$ cat config.mk
export PLATFORM = sky130hd
export DESIGN_NAME = isc_control_port
export DESIGN_NICKNAME = d
export VERILOG_FILES = /design/src/pkg/isc_pkg.sv /design/src/isc_regfile.sv /design/src/isc_control_port.sv
export VERILOG_INCLUDE_DIRS = /design/src /design/src/pkg
export SDC_FILE = /design/constraint.sdc
export NUM_CORES = 1
export LEC_CHECK = 0
export BUFFER_PORTS_ARGS = -buffer_cell sky130_fd_sc_hd__clkbuf_2
export CAP_MARGIN = 20
export CORE_MARGIN = 5
export CORE_UTILIZATION = 45
export CTS_CLUSTER_DIAMETER = 80
export DETAILED_ROUTE_END_ITERATION = 8
export GPL_ROUTABILITY_DRIVEN = 0
export PLACE_DENSITY = 0.7
export SETUP_SLACK_MARGIN = 0.5
export SLEW_MARGIN = 5
export SYNTH_ARGS = -nofsm -noshare
export SYNTH_HDL_FRONTEND = slang
export SYNTH_SLANG_ARGS = --single-unit
$ cat constraint.sdc
create_clock -name ref_clk -period 4.2 [get_ports ref_clk]
set_input_delay 0 -clock ref_clk [delete_from_list [all_inputs] [get_ports ref_clk]]
set_output_delay 0 -clock ref_clk [all_outputs]
set_load 0.05 [all_outputs]
$ cat src/pkg/isc_regs.svh
// Register indices, reset values, masks and protocol constants
`ifndef ISC_REGS_SVH
`define ISC_REGS_SVH

// ----------------------------------------------------------------
// Register indices
// ----------------------------------------------------------------
`define ISC_IDX_ID      8'h00
`define ISC_IDX_POWER   8'h01
`define ISC_IDX_DIGITAL 8'h02
`define ISC_IDX_FADE    8'h03
`define ISC_IDX_LVOL    8'h04
`define ISC_IDX_RVOL    8'h05
`define ISC_IDX_OUTSTG  8'h06
`define ISC_IDX_RSV7    8'h07
`define ISC_IDX_FAULT   8'h08
`define ISC_IDX_CLIPM   8'h10
`define ISC_IDX_CLIPL   8'h11

// ----------------------------------------------------------------
// Reset values, write masks and fixed bits
// ----------------------------------------------------------------
`define ISC_RST_POWER   8'hfd
`define ISC_RST_DIGITAL 8'h14
`define ISC_RST_FADE    8'h80
`define ISC_RST_VOL     8'hcf
`define ISC_RST_OUTSTG  8'h51
`define ISC_RST_FAULT   8'h00
`define ISC_RST_CLIPM   8'hff
`define ISC_RST_CLIPL   8'hfc
`define ISC_RST_ZERO    8'h00
`define ISC_WM_DIGITAL  8'hbf
`define ISC_WM_FADE     8'h83
`define ISC_WM_OUTSTG   8'hfe
`define ISC_WM_FAULT    8'hf0

// ----------------------------------------------------------------
// Field positions
// ----------------------------------------------------------------
`define ISC_SLEEP_BIT   1
`define ISC_SHDN_N_BIT  0
`define ISC_HPF_BIT     7
`define ISC_RATE_BIT    3
`define ISC_FADE_BIT    7
`define ISC_MUTE_R_BIT  1
`define ISC_MUTE_L_BIT  0

// ----------------------------------------------------------------
// Format codes and protocol constants
// ----------------------------------------------------------------
`define ISC_FMT_RJ24    3'h0
`define ISC_FMT_RJ20    3'h1
`define ISC_FMT_RJ18    3'h2
`define ISC_FMT_RJ16    3'h3
`define ISC_FMT_I2S     3'h4
`define ISC_FMT_LJ      3'h5
`define ISC_ADDR_HI     6'h36
`define ISC_BYTE_BITS   4'h8
`define ISC_BIT_ONE     4'h1
`define ISC_BIT_ZERO    4'h0
`define ISC_BYTE_ADDR   2'h0
`define ISC_BYTE_INDEX  2'h1
`define ISC_BYTE_DATA   2'h2
`define ISC_STRAP_TAKE  2'h2
`define ISC_STRAP_DONE  2'h3

`endif

$ cat src/pkg/isc_pkg.sv
// Types shared by the control port design files
package isc_pkg;

  typedef enum logic [2:0] {
    ST_IDLE,
    ST_RX,
    ST_RX_ACK,
    ST_TX,
    ST_TX_ACK
  } isc_state_t;

  typedef enum logic [2:0] {
    FMT_RJ24,
    FMT_RJ20,
    FMT_RJ18,
    FMT_RJ16,
    FMT_I2S,
    FMT_LJ,
    FMT_RSVD
  } isc_fmt_t;

endpackage

$ cat src/isc_regfile.sv
// Configuration and status register file of the control port
`timescale 1ns/1ps
`include "isc_regs.svh"

module isc_regfile #(
  parameter logic [7:0] ID_CODE = 8'h5a   // Arbitrary value
) (
  input  wire logic              ref_clk,
  input  wire logic              rst_n,
  input  wire logic              wr_en,
  input  wire logic [7:0]        idx,
  input  wire logic [7:0]        wdata,
  input  wire logic [3:0]        fault_status,
  output logic [7:0]             rd_data,
  output logic                   low_power_standby_bit,
  output logic                   power_stage_off,
  output logic                   supplies_down,
  output logic                   hpf_bypass,
  output logic [1:0]             digital_boost,
  output logic                   rate_range_select,
  output isc_pkg::isc_fmt_t      audio_format,
  output logic                   fade_enable,
  output logic                   mute_right,
  output logic                   mute_left,
  output logic [7:0]             left_vol,
  output logic [7:0]             right_vol,
  output logic [6:0]             output_stage_bits,
  output logic [3:0]             fault_config_bits,
  output logic [19:0]            clip_threshold_level
);
  import isc_pkg::*;

  logic [7:0] power_and_clip_high;
  logic [7:0] digital_path_config;
  logic [7:0] fade_and_mute_config;
  logic [7:0] left_volume;
  logic [7:0] right_volume;
  logic [7:0] output_stage_config;
  logic [7:0] fault_config_status;
  logic [7:0] clip_level_middle;
  logic [7:0] clip_level_low;

  // ----------------------------------------------------------------
  // Write decode
  // ----------------------------------------------------------------
  wire hit_power  = wr_en && (idx == `ISC_IDX_POWER);
  wire hit_dig    = wr_en && (idx == `ISC_IDX_DIGITAL);
  wire hit_fade   = wr_en && (idx == `ISC_IDX_FADE);
  wire hit_lvol   = wr_en && (idx == `ISC_IDX_LVOL);
  wire hit_rvol   = wr_en && (idx == `ISC_IDX_RVOL);
  wire hit_outstg = wr_en && (idx == `ISC_IDX_OUTSTG);
  wire hit_fault  = wr_en && (idx == `ISC_IDX_FAULT);
  wire hit_clipm  = wr_en && (idx == `ISC_IDX_CLIPM);
  wire hit_clipl  = wr_en && (idx == `ISC_IDX_CLIPL);

  always_ff @(posedge ref_clk or negedge rst_n) begin
    if (!rst_n) begin
      power_and_clip_high  <= `ISC_RST_POWER;
      digital_path_config  <= `ISC_RST_DIGITAL;
      fade_and_mute_config <= `ISC_RST_FADE;
      left_volume          <= `ISC_RST_VOL;
      right_volume         <= `ISC_RST_VOL;
      output_stage_config  <= `ISC_RST_OUTSTG;
      fault_config_status  <= `ISC_RST_FAULT;
      clip_level_middle    <= `ISC_RST_CLIPM;
      clip_level_low       <= `ISC_RST_CLIPL;
    end else begin
      // Read-only and reserved bits keep their fixed values
      if (hit_power)  power_and_clip_high <= wdata;
      if (hit_dig)    digital_path_config <= (wdata & `ISC_WM_DIGITAL)
                        | (`ISC_RST_DIGITAL & ~`ISC_WM_DIGITAL);
      if (hit_fade)   fade_and_mute_config <= (wdata & `ISC_WM_FADE)
                        | (`ISC_RST_FADE & ~`ISC_WM_FADE);
      if (hit_lvol)   left_volume <= wdata;
      if (hit_rvol)   right_volume <= wdata;
      if (hit_outstg) output_stage_config <= (wdata & `ISC_WM_OUTSTG)
                        | (`ISC_RST_OUTSTG & ~`ISC_WM_OUTSTG);
      if (hit_fault)  fault_config_status <= wdata & `ISC_WM_FAULT;
      if (hit_clipm)  clip_level_middle <= wdata;
      if (hit_clipl)  clip_level_low <= wdata;
    end
  end

  // ----------------------------------------------------------------
  // Read mux
  // ----------------------------------------------------------------
  assign rd_data =
    (idx == `ISC_IDX_ID)      ? ID_CODE :
    (idx == `ISC_IDX_POWER)   ? power_and_clip_high :
    (idx == `ISC_IDX_DIGITAL) ? digital_path_config :
    (idx == `ISC_IDX_FADE)    ? fade_and_mute_config :
    (idx == `ISC_IDX_LVOL)    ? left_volume :
    (idx == `ISC_IDX_RVOL)    ? right_volume :
    (idx == `ISC_IDX_OUTSTG)  ? output_stage_config :
    (idx == `ISC_IDX_FAULT)   ? {fault_config_status[7:4], fault_status} :
    (idx == `ISC_IDX_CLIPM)   ? clip_level_middle :
    (idx == `ISC_IDX_CLIPL)   ? clip_level_low :
    `ISC_RST_ZERO;

  // ----------------------------------------------------------------
  // Control outputs
  // ----------------------------------------------------------------
  wire sleep_bit = power_and_clip_high[`ISC_SLEEP_BIT];
  wire run_bit   = power_and_clip_high[`ISC_SHDN_N_BIT];
  assign low_power_standby_bit = sleep_bit & run_bit;
  assign power_stage_off       = sleep_bit | ~run_bit;
  assign supplies_down         = ~run_bit;
  assign hpf_bypass            = digital_path_config[`ISC_HPF_BIT];
  assign digital_boost         = digital_path_config[5:4];
  assign rate_range_select     = digital_path_config[`ISC_RATE_BIT];
  assign fade_enable           = fade_and_mute_config[`ISC_FADE_BIT];
  assign mute_right            = fade_and_mute_config[`ISC_MUTE_R_BIT];
  assign mute_left             = fade_and_mute_config[`ISC_MUTE_L_BIT];
  assign left_vol              = left_volume;
  assign right_vol             = right_volume;
  assign output_stage_bits     = output_stage_config[7:1];
  assign fault_config_bits     = fault_config_status[7:4];
  assign clip_threshold_level  = {power_and_clip_high[7:2],
                                  clip_level_middle,
                                  clip_level_low[7:2]};

  wire [2:0] fmt_code = digital_path_config[2:0];
  assign audio_format =
    (fmt_code == `ISC_FMT_RJ24) ? FMT_RJ24 :
    (fmt_code == `ISC_FMT_RJ20) ? FMT_RJ20 :
    (fmt_code == `ISC_FMT_RJ18) ? FMT_RJ18 :
    (fmt_code == `ISC_FMT_RJ16) ? FMT_RJ16 :
    (fmt_code == `ISC_FMT_I2S)  ? FMT_I2S :
    (fmt_code == `ISC_FMT_LJ)   ? FMT_LJ : FMT_RSVD;

endmodule // isc_regfile

$ cat src/isc_control_port.sv
// Slave-only two-wire control port with register file
`timescale 1ns/1ps
`include "isc_regs.svh"

module isc_control_port (
  input  wire logic              ref_clk,
  input  wire logic              rst_n,
  input  wire logic              scl_in,
  input  wire logic              sda_in,
  output logic                   sda_out,
  output logic                   sda_oe_n,
  input  wire logic              address_strap_pin,
  input  wire logic [3:0]        fault_status,
  output logic                   low_power_standby_bit,
  output logic                   power_stage_off,
  output logic                   supplies_down,
  output logic                   hpf_bypass,
  output logic [1:0]             digital_boost,
  output logic                   rate_range_select,
  output isc_pkg::isc_fmt_t      audio_format,
  output logic                   fade_enable,
  output logic                   mute_right,
  output logic                   mute_left,
  output logic [7:0]             left_vol,
  output logic [7:0]             right_vol,
  output logic [6:0]             output_stage_bits,
  output logic [3:0]             fault_config_bits,
  output logic [19:0]            clip_threshold_level
);
  import isc_pkg::*;

  // ----------------------------------------------------------------
  // Pin synchronisers and edge detection
  // ----------------------------------------------------------------
  logic [1:0] scl_sy;
  logic [1:0] sda_sy;
  logic [1:0] strap_sy;
  logic       scl_d;
  logic       sda_d;

  always_ff @(posedge ref_clk or negedge rst_n) begin
    if (!rst_n) begin
      scl_sy   <= 2'h3;
      sda_sy   <= 2'h3;
      strap_sy <= 2'h0;
      scl_d    <= 1'b1;
      sda_d    <= 1'b1;
    end else begin
      scl_sy   <= {scl_sy[0], scl_in};
      sda_sy   <= {sda_sy[0], sda_in};
      strap_sy <= {strap_sy[0], address_strap_pin};
      scl_d    <= scl_sy[1];
      sda_d    <= sda_sy[1];
    end
  end

  wire scl_s      = scl_sy[1];
  wire sda_s      = sda_sy[1];
  wire scl_rise   = scl_s & ~scl_d;
  wire scl_fall   = ~scl_s & scl_d;
  wire start_cond = scl_s & scl_d & sda_d & ~sda_s;
  wire stop_cond  = scl_s & scl_d & ~sda_d & sda_s;

  // ----------------------------------------------------------------
  // Address strap capture after reset release
  // ----------------------------------------------------------------
  logic [1:0] strap_cnt;
  logic       addr_lsb;

  always_ff @(posedge ref_clk or negedge rst_n) begin
    if (!rst_n) begin
      strap_cnt <= 2'h0;
      addr_lsb  <= 1'b0;
    end else if (strap_cnt != `ISC_STRAP_DONE) begin
      strap_cnt <= strap_cnt + 2'h1;
      if (strap_cnt == `ISC_STRAP_TAKE) addr_lsb <= strap_sy[1];
    end
  end

  // ----------------------------------------------------------------
  // Byte engine
  // ----------------------------------------------------------------
  isc_state_t state;
  logic [3:0] bit_cnt;
  logic [7:0] shreg;
  logic [7:0] tx_sh;
  logic [1:0] byte_no;
  logic       rw;
  logic [7:0] index;
  logic       master_nack;
  logic       wr_en;
  logic [7:0] rd_data;

  wire byte_done  = (bit_cnt == `ISC_BYTE_BITS);
  wire addr_match = (shreg[7:1] == {`ISC_ADDR_HI, addr_lsb});
  wire [1:0] next_byte_no = (byte_no == `ISC_BYTE_DATA) ?
                            byte_no : byte_no + 2'h1;

  always_ff @(posedge ref_clk or negedge rst_n) begin
    if (!rst_n) begin
      state       <= ST_IDLE;
      bit_cnt     <= `ISC_BIT_ZERO;
      shreg       <= `ISC_RST_ZERO;
      tx_sh       <= `ISC_RST_ZERO;
      byte_no     <= `ISC_BYTE_ADDR;
      rw          <= 1'b0;
      index       <= `ISC_RST_ZERO;
      master_nack <= 1'b1;
      wr_en       <= 1'b0;
      sda_oe_n    <= 1'b1;
    end else begin
      wr_en <= 1'b0;
      if (wr_en) index <= index + 8'h01;
      case (state)
        ST_IDLE: begin
        end
        ST_RX: begin
          if (scl_rise) begin
            shreg   <= {shreg[6:0], sda_s};
            bit_cnt <= bit_cnt + `ISC_BIT_ONE;
          end else if (scl_fall && byte_done) begin
            bit_cnt <= `ISC_BIT_ZERO;
            byte_no <= next_byte_no;
            if (byte_no == `ISC_BYTE_ADDR) begin
              if (addr_match) begin
                rw       <= shreg[0];
                sda_oe_n <= 1'b0;
                state    <= ST_RX_ACK;
              end else begin
                state <= ST_IDLE;
              end
            end else begin
              sda_oe_n <= 1'b0;
              state    <= ST_RX_ACK;
              if (byte_no == `ISC_BYTE_INDEX) index <= shreg;
              else wr_en <= 1'b1;
            end
          end
        end
        ST_RX_ACK: begin
          if (scl_fall) begin
            if (rw) begin
              tx_sh    <= rd_data;
              sda_oe_n <= rd_data[7];
              bit_cnt  <= `ISC_BIT_ONE;
              index    <= index + 8'h01;
              state    <= ST_TX;
            end else begin
              sda_oe_n <= 1'b1;
              state    <= ST_RX;
            end
          end
        end
        ST_TX: begin
          if (scl_fall) begin
            if (byte_done) begin
              sda_oe_n <= 1'b1;
              state    <= ST_TX_ACK;
            end else begin
              tx_sh    <= {tx_sh[6:0], 1'b0};
              sda_oe_n <= tx_sh[6];
              bit_cnt  <= bit_cnt + `ISC_BIT_ONE;
            end
          end
        end
        ST_TX_ACK: begin
          if (scl_rise) begin
            master_nack <= sda_s;
          end else if (scl_fall) begin
            if (master_nack) begin
              state <= ST_IDLE;
            end else begin
              tx_sh    <= rd_data;
              sda_oe_n <= rd_data[7];
              bit_cnt  <= `ISC_BIT_ONE;
              index    <= index + 8'h01;
              state    <= ST_TX;
            end
          end
        end
        default: state <= ST_IDLE;
      endcase
      if (start_cond) begin
        state    <= ST_RX;
        bit_cnt  <= `ISC_BIT_ZERO;
        byte_no  <= `ISC_BYTE_ADDR;
        rw       <= 1'b0;
        sda_oe_n <= 1'b1;
      end else if (stop_cond) begin
        state    <= ST_IDLE;
        sda_oe_n <= 1'b1;
      end
    end
  end

  // Open-drain data only; clock is never driven
  assign sda_out = 1'b0;

  // ----------------------------------------------------------------
  // Register file
  // ----------------------------------------------------------------
  isc_regfile u_regs (
    .ref_clk               (ref_clk),
    .rst_n                 (rst_n),
    .wr_en                 (wr_en),
    .idx                   (index),
    .wdata                 (shreg),
    .fault_status          (fault_status),
    .rd_data               (rd_data),
    .low_power_standby_bit (low_power_standby_bit),
    .power_stage_off       (power_stage_off),
    .supplies_down         (supplies_down),
    .hpf_bypass            (hpf_bypass),
    .digital_boost         (digital_boost),
    .rate_range_select     (rate_range_select),
    .audio_format          (audio_format),
    .fade_enable           (fade_enable),
    .mute_right            (mute_right),
    .mute_left             (mute_left),
    .left_vol              (left_vol),
    .right_vol             (right_vol),
    .output_stage_bits     (output_stage_bits),
    .fault_config_bits     (fault_config_bits),
    .clip_threshold_level  (clip_threshold_level)
  );
endmodule // isc_control_port

==> metrics.log, run 1 <==
INFO  metric cts.sinks = 108
INFO  metric clkSlewWorstSetupHoldPaths = 80 ps
INFO  metric dp_hpwl = 11500 µm
INFO  metric groute.usage.overall = 0.209
INFO  metric num_io_pins = 71
INFO  metric drt-met1-wl = 7660 µm
INFO  metric ant_nets = 0
INFO  metric hold_slack = 117 ps
INFO  metric vias_per_cell = 6.00
INFO  metric antenna_violations_before_repair = 0
INFO  metric p_leak = 3.06 nW
INFO  metric topRoutingLayerUsed = met4
INFO  metric max_stage_delay_cell_worst_path = sky130_fd_sc_hd__ha_1
INFO  metric grt_remaining_overflow = 0
INFO  metric detailroute.via_count = 4931
INFO  metric dpl-instance-area = 6450 µm²
INFO  metric multi_input_area = 3000 µm²
INFO  metric synthesis.area = 6150 µm²
INFO  metric post_cts_buffers = 0
INFO  metric filler_cell_count = 1256
INFO  metric area_growth_syn_to_layout = 10.9%
INFO  metric synthCells = 609
INFO  metric cp_data_required_time = 4490 ps
INFO  metric cts-root-to-sink-buffers = 2
INFO  metric route.met3.wl = 1390 µm
INFO  metric post-route-drc-count = 0
INFO  metric ff_latch_area = 2760 µm²
INFO  metric avgSynthCellArea = 10.1 µm²
INFO  metric fp.dieArea = 16100 µm²
INFO  metric antenna_cells = 0
INFO  metric io_buffer_count = 69
INFO  metric finalCritPeriodShare = 0.637
INFO  metric drt-wirelength-per-cell = 20.3 µm
INFO  metric drv.max_cap_violation_count = 0
INFO  metric slew_headroom = 0.260
INFO  metric holdCritPathClass = input port to register
INFO  metric max_freq = 0.374 GHz
INFO  metric kind_of_start_point_of_the_critical_path = register
INFO  metric cp.arrival = 2970 ps
INFO  metric design.final.nets = 661
INFO  metric detail_route.wirelength = 16700 µm
INFO  metric placementRows = 42
INFO  metric unrepaired_setup_endpoints_after_global_routing = false
INFO  metric wire_length_of_the_first_global_routing_pass = 27000 µm
INFO  metric synth_top_flop_cell = sky130_fd_sc_hd__dfrtp_1
INFO  metric slew_of_the_pin_with_the_lowest_slew_margin = 1110 ps
INFO  metric cts_tree = done
INFO  metric maximum_number_of_pins_on_one_net_before_global_route_repair = 67
INFO  metric die_width = 127 µm
INFO  metric total_negative_setup_slack = 0 ps
INFO  metric outcome = finished clean
INFO  metric post-synth-top-area-cell = sky130_fd_sc_hd__dfrtp_1
INFO  metric hold_viol = 0
INFO  metric yosysSeqAreaShare = 0.449
INFO  metric cpPeakStageDelay = 580 ps
INFO  metric h-tree-depth = 3
INFO  metric critPathCaptureType = register
INFO  metric yosysWarningCount = 0
INFO  metric final_instance_area = 6820 µm²
INFO  metric critical_path.cell_chain = inv_1 -> ha_1 -> nor2b_1 -> a221oi_1 -> nor3_1 -> a211oi_1 -> o31ai_1 -> mux2_1
INFO  metric post_route_cells_drive_above_1_share = 0.331
INFO  metric number_of_global_route_vias_before_repair = 4859
INFO  metric asyncSetResetFlopFracSynth = 1.00
INFO  metric critPathMaxFanout = 27
INFO  metric start_util = 0.461
INFO  metric core_box_area = 13300 µm²
INFO  metric synth_edf_count = 0
INFO  metric clock_period_minus_final_worst_setup_slack = 2680 ps
INFO  metric die-height = 127 µm
INFO  metric clockRootBuffer = sky130_fd_sc_hd__clkbuf_16
INFO  metric syn_nets = 629
INFO  metric met2RoutedLength = 7390 µm
INFO  metric setup_violating_endpoint_count_in_the_final_report = 0
INFO  metric power.density_cell_area = 424 nW/µm²
INFO  metric netlist_top_cells_area = sky130_fd_sc_hd__dfrtp_1 25%, sky130_fd_sc_hd__dfstp_2 20%, sky130_fd_sc_hd__mux2_2 11%
INFO  metric power.ir.vdd_worst = 0.234 mV
INFO  metric slew_viol_final = 0
INFO  metric cts_inserted_buffers = 9
INFO  metric worstSetupPathType = register to register
INFO  metric finalClockSkew = 10.3 ps
INFO  metric firstDrtPassIters = 6
INFO  metric yosysUniqueCellTypes = 74
INFO  metric yosys.area.top_type_share = 0.252
INFO  metric drt_iter0_drc = 489
INFO  metric synth.ff_latch_count = 108
INFO  metric clk_latency = 360 ps
registers in the layout (all words and copies together) (netlist names), 2 cells and up:
name and count:
bit_cnt 4, byte_no 2, index 8, scl_sy 2, sda_sy 2, shreg 8
state 3, strap_cnt 2, strap_sy 2, tx_sh 7, u_regs.clip_level_low 8, u_regs.clip_level_middle 8
u_regs.digital_path_config 7, u_regs.fade_and_mute_config 3, u_regs.fault_config_status 4, u_regs.left_vol 8, u_regs.output_stage_config 7, u_regs.power_and_clip_high 8
u_regs.right_vol 8
cells by family after synthesis:
group	synth area share
AO/OA/AOI/OAI	0.157
XOR/XNOR	0.0157
adder cells (fa/ha/maj)	0.0224
buffers and inverters	0.0643
flip-flops	0.449
multiplexers	0.134
other	0.000610
AND/OR/NAND/NOR	0.157
cells in the final DEF (no fill, tap or decap), drive strengths merged, types with 16 or more instances in the layout:
cell type,n
clkbuf,80
mux2,69
dfrtp,62
nand2,52
dfstp,46
a21oi,42
o21ai,34
nor2,33
inv,29
nand3,16
routing by layer:
| layer | track usage | up-vias |
|---|---|---|
| met4 | 0.0631 | 0 |
| li1 | - | 2216 |
| met2 | 0.306 | 242 |
| met1 | 0.311 | 2452 |
| met5 | 0 | - |
| met3 | 0.0441 | 21 |
worst paths after layout:
| kind | from | endpoint | slack (ps) | cells past startpoint |
|---|---|---|---|---|
| min in group asynchronous | rst_n | shreg[0] | 290 | 2 |
| max reg2reg | index[0] | sda_oe_n | 1520 | 8 |
| max in group asynchronous | rst_n | u_regs.right_vol[1] | 2790 | 3 |
| max | index[0] | sda_oe_n | 1520 | 8 |
| min reg2reg | strap_sy[0] | strap_sy[1] | 350 | 0 |
| min | fault_status[0] | tx_sh[0] | 120 | 4 |
report_power, final:
group | total, mW | internal (mW) | switching (mW) | leakage, nW
sequential | 1.39 | 1.14 | 0.255 | 1.29
combinational | 0.571 | 0.236 | 0.334 | 1.61
clock | 0.926 | 0.516 | 0.410 | 0.160
Yosys cell counts, types with 7 or more instances:
| master | number |
|---|---|
| sky130_fd_sc_hd__a21oi_1 | 41 |
| sky130_fd_sc_hd__a221oi_1 | 7 |
| sky130_fd_sc_hd__and3_1 | 11 |
| sky130_fd_sc_hd__buf_2 | 10 |
| sky130_fd_sc_hd__buf_4 | 17 |
| sky130_fd_sc_hd__clkbuf_1 | 27 |
| sky130_fd_sc_hd__dfrtp_1 | 62 |
| sky130_fd_sc_hd__dfstp_2 | 46 |
| sky130_fd_sc_hd__ha_1 | 11 |
| sky130_fd_sc_hd__inv_1 | 27 |
| sky130_fd_sc_hd__mux2_1 | 7 |
| sky130_fd_sc_hd__mux2_2 | 62 |
| sky130_fd_sc_hd__nand2_1 | 52 |
| sky130_fd_sc_hd__nand2b_1 | 8 |
| sky130_fd_sc_hd__nand3_1 | 15 |
| sky130_fd_sc_hd__nand3b_1 | 7 |
| sky130_fd_sc_hd__nor2_1 | 31 |
| sky130_fd_sc_hd__nor2b_1 | 11 |
| sky130_fd_sc_hd__nor3_1 | 9 |
| sky130_fd_sc_hd__o21ai_0 | 27 |
| sky130_fd_sc_hd__o21ai_1 | 7 |
| sky130_fd_sc_hd__xor2_1 | 8 |
area by class of cell:
type,instances,area share
multi-input cells,418,0.439
clock buffers,12,0.0391
flip-flops and latches,108,0.405
repair buffers,77,0.0624
clock inverters,4,0.00770
well taps,176,0.0323
inverters,27,0.0149
through the flow:
stage	total power, mW	worst slack (ps)	util	instances
detailed placement	1.95	1330	0.483	801
CTS	2.87	1310	0.510	821
global route	3.01	1350	0.511	822
finish	2.89	1520	0.511	822
floorplan	1.75	2220	-	609
global placement	1.93	1540	0.483	801
worst max-delay path, delay by kind of cell (launching register included):
kind,cells,cell delay [ps]
muxes,1,300
AOI/OAI and AO/OA,3,770
buffers and inverters,1,90
and+or+nand+nor,2,440
adders and majority gates,1,580
DFF,1,430
timing repair:
item	4_1_cts	5_1_grt
gates resized for setup	0	0
hold buffers	4	0
hold endpoints to repair	48	0
No activity file was read; power rests on OpenSTA's default activity.
==> run 2: changes to the inputs <==
Settings changed: PLACE_DENSITY 0.7 to 0.73.
Clock period 4.2 ns to 2.3 ns, I/O delays scaled along.
==> run 2 against run 1 <==
  * Routed wire length grew 17%
  * Power grew 110%
  * Critical path type unchanged
  * Clock power grew 65%
  * Setup slack lost 1200 ps
  * Global-route usage grew 1.2 points
  * Worst hold slack lost 17 ps
  * Via count grew 13%
  * Critical endpoint is now tx_sh[2]
==> metrics.log, run 2 (synthesis gave the netlist of run 1 again) <==
INFO  metric grtUsageMet2 = 0.343 (+0.0364)
INFO  metric fp.dieArea = 16100 µm² (unchanged)
INFO  metric cp.buffers_inverters = 2 (+1)
INFO  metric antenna_cells = 0 (unchanged)
INFO  metric cts-root-to-sink-buffers = 2 (unchanged)
INFO  metric holdCritPathClass = input port to register
INFO  metric drt_iter0_drc = 614 (+26%)
INFO  metric grt_remaining_overflow = 0 (unchanged)
INFO  metric layout.cells.most_common = sky130_fd_sc_hd__clkbuf_2
INFO  metric power.ir.vdd_worst = 0.430 mV (+84%)
INFO  metric cp.arrival = 2240 ps (-730 ps)
INFO  metric outcome = finished clean
INFO  metric clockRootBuffer = sky130_fd_sc_hd__clkbuf_16
INFO  metric detailroute.via_count = 5591 (+13%)
INFO  metric clk_latency = 360 ps (about the same)
INFO  metric cp_data_required_time = 2580 ps (-1910 ps)
INFO  metric num_io_pins = 71 (unchanged)
INFO  metric layoutNonFillerInstCount = 908 (+10%)
INFO  metric layout.cells.most_common_list = 69 x sky130_fd_sc_hd__clkbuf_2, 68 x sky130_fd_sc_hd__buf_4, 61 x sky130_fd_sc_hd__mux2_2, 52 x sky130_fd_sc_hd__dfrtp_1, 46 x sky130_fd_sc_hd__dfstp_2
INFO  metric hold_slack = 99.4 ps (-17.3 ps)
INFO  metric hold_viol = 0 (unchanged)
INFO  metric worst_path_dominant_cell_family = simple AND/OR/NAND/NOR gates
INFO  metric die_width = 127 µm (unchanged)
INFO  metric post-route-drc-count = 0 (unchanged)
INFO  metric setup_violating_endpoint_count_in_the_final_report = 0 (unchanged)
INFO  metric detail_route.wirelength = 19500 µm (+17%)
INFO  metric placementRows = 42 (unchanged)
INFO  metric multi_input_area = 3610 µm² (+20%)
INFO  metric kind_of_start_point_of_the_critical_path = register
INFO  metric finalCritPeriodShare = 0.852 (+0.214)
INFO  metric maximum_number_of_pins_on_one_net_before_global_route_repair = 50 (-25%)
INFO  metric drt-wirelength-per-cell = 21.5 µm (+5.8%)
INFO  metric internal_power = 3.82 mW (+100%)
INFO  metric netSwitchingFraction = 0.364 (+0.0180)
INFO  metric global_routing_met3_resource_utilization = 0.0446 (+0.000420)
INFO  metric h-tree-depth = 3 (unchanged)
INFO  metric die-height = 127 µm (unchanged)
INFO  metric critPathMaxFanout = 16 (-41%)
INFO  metric timing.critical_path.mode_cell = sky130_fd_sc_hd__buf_6
INFO  metric cts.sinks = 108 (unchanged)
INFO  metric antenna_violations_before_repair = 0 (unchanged)
INFO  metric drv.max_cap_violation_count = 0 (unchanged)
INFO  metric worstSetupPathType = register to register
INFO  metric max_freq = 0.511 GHz (+37%)
INFO  metric clock_period_minus_final_worst_setup_slack = 1960 ps (-717 ps)
INFO  metric critical_path.cell_chain = buf_6 -> ha_4 -> buf_6 -> nand3b_1 -> a21oi_2 -> a221oi_2 -> or3_1 -> a32oi_1
INFO  metric post_route_cells_drive_above_1_share = 0.563 (+0.232)
INFO  metric sequentialPowerShare = 0.379 (-0.103)
INFO  metric groute.usage.overall = 0.221 (+0.0120)
INFO  metric power_frac_clock = 0.254 (-0.066)
INFO  metric wire_length_of_the_first_global_routing_pass = 28600 µm (+6.1%)
INFO  metric ant_nets = 0 (unchanged)
INFO  metric preCtsSetupSlack = 44.3 ps (-1280 ps)
INFO  metric switching_power = 2.19 mW (+120%)
INFO  metric totalPowerFinal = 6.01 mW (+110%)
INFO  metric area_growth_syn_to_layout = 32.2%
INFO  metric core_box_area = 13300 µm² (unchanged)
INFO  metric total_negative_setup_slack = 0 ps (unchanged)
INFO  metric number_of_global_route_vias_before_repair = 5299 (+9.1%)
INFO  metric clkSlewWorstSetupHoldPaths = 80 ps (about the same)
INFO  metric cpPeakStageDelay = 410 ps (-170 ps)
INFO  metric max_stage_delay_cell_worst_path = sky130_fd_sc_hd__dfrtp_2
INFO  metric power_frac_comb = 0.367 (+0.169)
INFO  metric cts_inserted_buffers = 9 (unchanged)
INFO  metric slew_headroom = 0.576 (+0.316)
INFO  metric cts_tree = done
INFO  metric power.density_cell_area = 739 nW/µm² (+75%)
INFO  metric p_leak = 3.61 nW (+18%)
INFO  metric grt-busiest-layer = met2
INFO  metric io_buffer_count = 69 (unchanged)
INFO  metric ff_latch_area = 2770 µm² (+0.45%)
INFO  metric vias_per_cell = 6.16 (+2.6%)
INFO  metric start_util = 0.461 (unchanged)
INFO  metric place_inst = 821 (+2.5%)
INFO  metric finalClockSkew = 10.1 ps (-0.164 ps)
INFO  metric grt_use_met1 = 0.308 (-0.00289)
INFO  metric unrepaired_setup_endpoints_after_global_routing = true
INFO  metric firstDrtPassIters = 5 (-1)
INFO  metric dp_hpwl = 11800 µm (+2.3%)
INFO  metric filler_cell_count = 990 (-21%)
INFO  metric critPathCaptureType = register
INFO  metric design.final.nets = 747 (+13%)
INFO  metric slew_viol_final = 0 (unchanged)
INFO  metric slew_of_the_pin_with_the_lowest_slew_margin = 636 ps (-474 ps)
INFO  metric layout_setup_ws = 341 ps (-1180 ps)
[run 2: cell types whose count changed in the layout (fill, tap and decap cells not counted), moves of 7 or more]
cell	before	now
sky130_fd_sc_hd__a21oi_1	41	32
sky130_fd_sc_hd__a21oi_2	1	8
sky130_fd_sc_hd__and3_1	11	4
sky130_fd_sc_hd__buf_4	4	68
sky130_fd_sc_hd__buf_6	0	19
sky130_fd_sc_hd__dfrtp_1	62	52
sky130_fd_sc_hd__dfrtp_2	0	10
sky130_fd_sc_hd__mux2_1	7	0
sky130_fd_sc_hd__mux2_4	0	8
sky130_fd_sc_hd__nand2_1	52	43
sky130_fd_sc_hd__o21ai_0	27	14
sky130_fd_sc_hd__o21ai_1	7	15
[run 2: path summary, 6_finish.rpt]
check | start | to | slack (ps) | cells past startpoint
min | fault_status[0] | tx_sh[0] | 100 | 4
min in group asynchronous | rst_n | strap_sy[1] | 140 | 2
min reg2reg | strap_sy[0] | strap_sy[1] | 350 | 0
max reg2reg | index[0] | tx_sh[2] | 340 | 8
max | index[0] | tx_sh[2] | 340 | 8
max in group asynchronous | rst_n | u_regs.power_and_clip_high[4] | 1370 | 3
[run 2: power by group through the flow]
stage / combinational (mW) / clock (mW) / sequential [mW]
after floorplan: 0.982 / 0 / 2.23
after detailed placement: 1.32 / 0 / 2.34
after CTS: 1.68 / 1.53 / 2.27
after global placement: 1.30 / 0 / 2.33
final: 2.21 / 1.53 / 2.28
after global routing: 2.33 / 1.63 / 2.29
[run 2: repair_timing]
action,4_1_cts,5_1_grt
setup endpoints to repair,95,86
pin swaps,25,23
hold endpoints to repair,42,0
hold buffers,4,0
buffers inserted,35,32
resized for setup,96,86
[run 2: tightest hold or removal path: cells and delay by family]
family | cells | cell delay, ps
compound gates | 3 | 330
buf+inv | 1 | 80
[run 2: metrics by stage]
| stage | util | instance area [µm²] |
|---|---|---|
| after floorplan | - | 6240 |
| after global placement | 0.497 | 6640 |
| after detailed placement | 0.497 | 6640 |
| after CTS | 0.568 | 7580 |
| after global routing | 0.609 | 8130 |
| final | 0.609 | 8130 |
[run 2: cell type report]
| cell class | count | share of cell area |
|---|---|---|
| multi-input cells | 418 | 0.443 |
| flip-flops and latches | 108 | 0.341 |
| repair buffers | 163 | 0.140 |
| clock buffers | 9 | 0.0277 |
| well taps | 176 | 0.0271 |
| inverters | 27 | 0.0125 |
| clock inverters | 7 | 0.00831 |
[run 2: metal layers]
layer / share of wire / wire [µm] / vias up
li1: - / - / 2393
met1: 0.40 / 7800 / 2745
met2: 0.46 / 9050 / 373
met3: 0.093 / 1810 / 80
met4: 0.045 / 871 / 0
met5: 0 / 0 / -
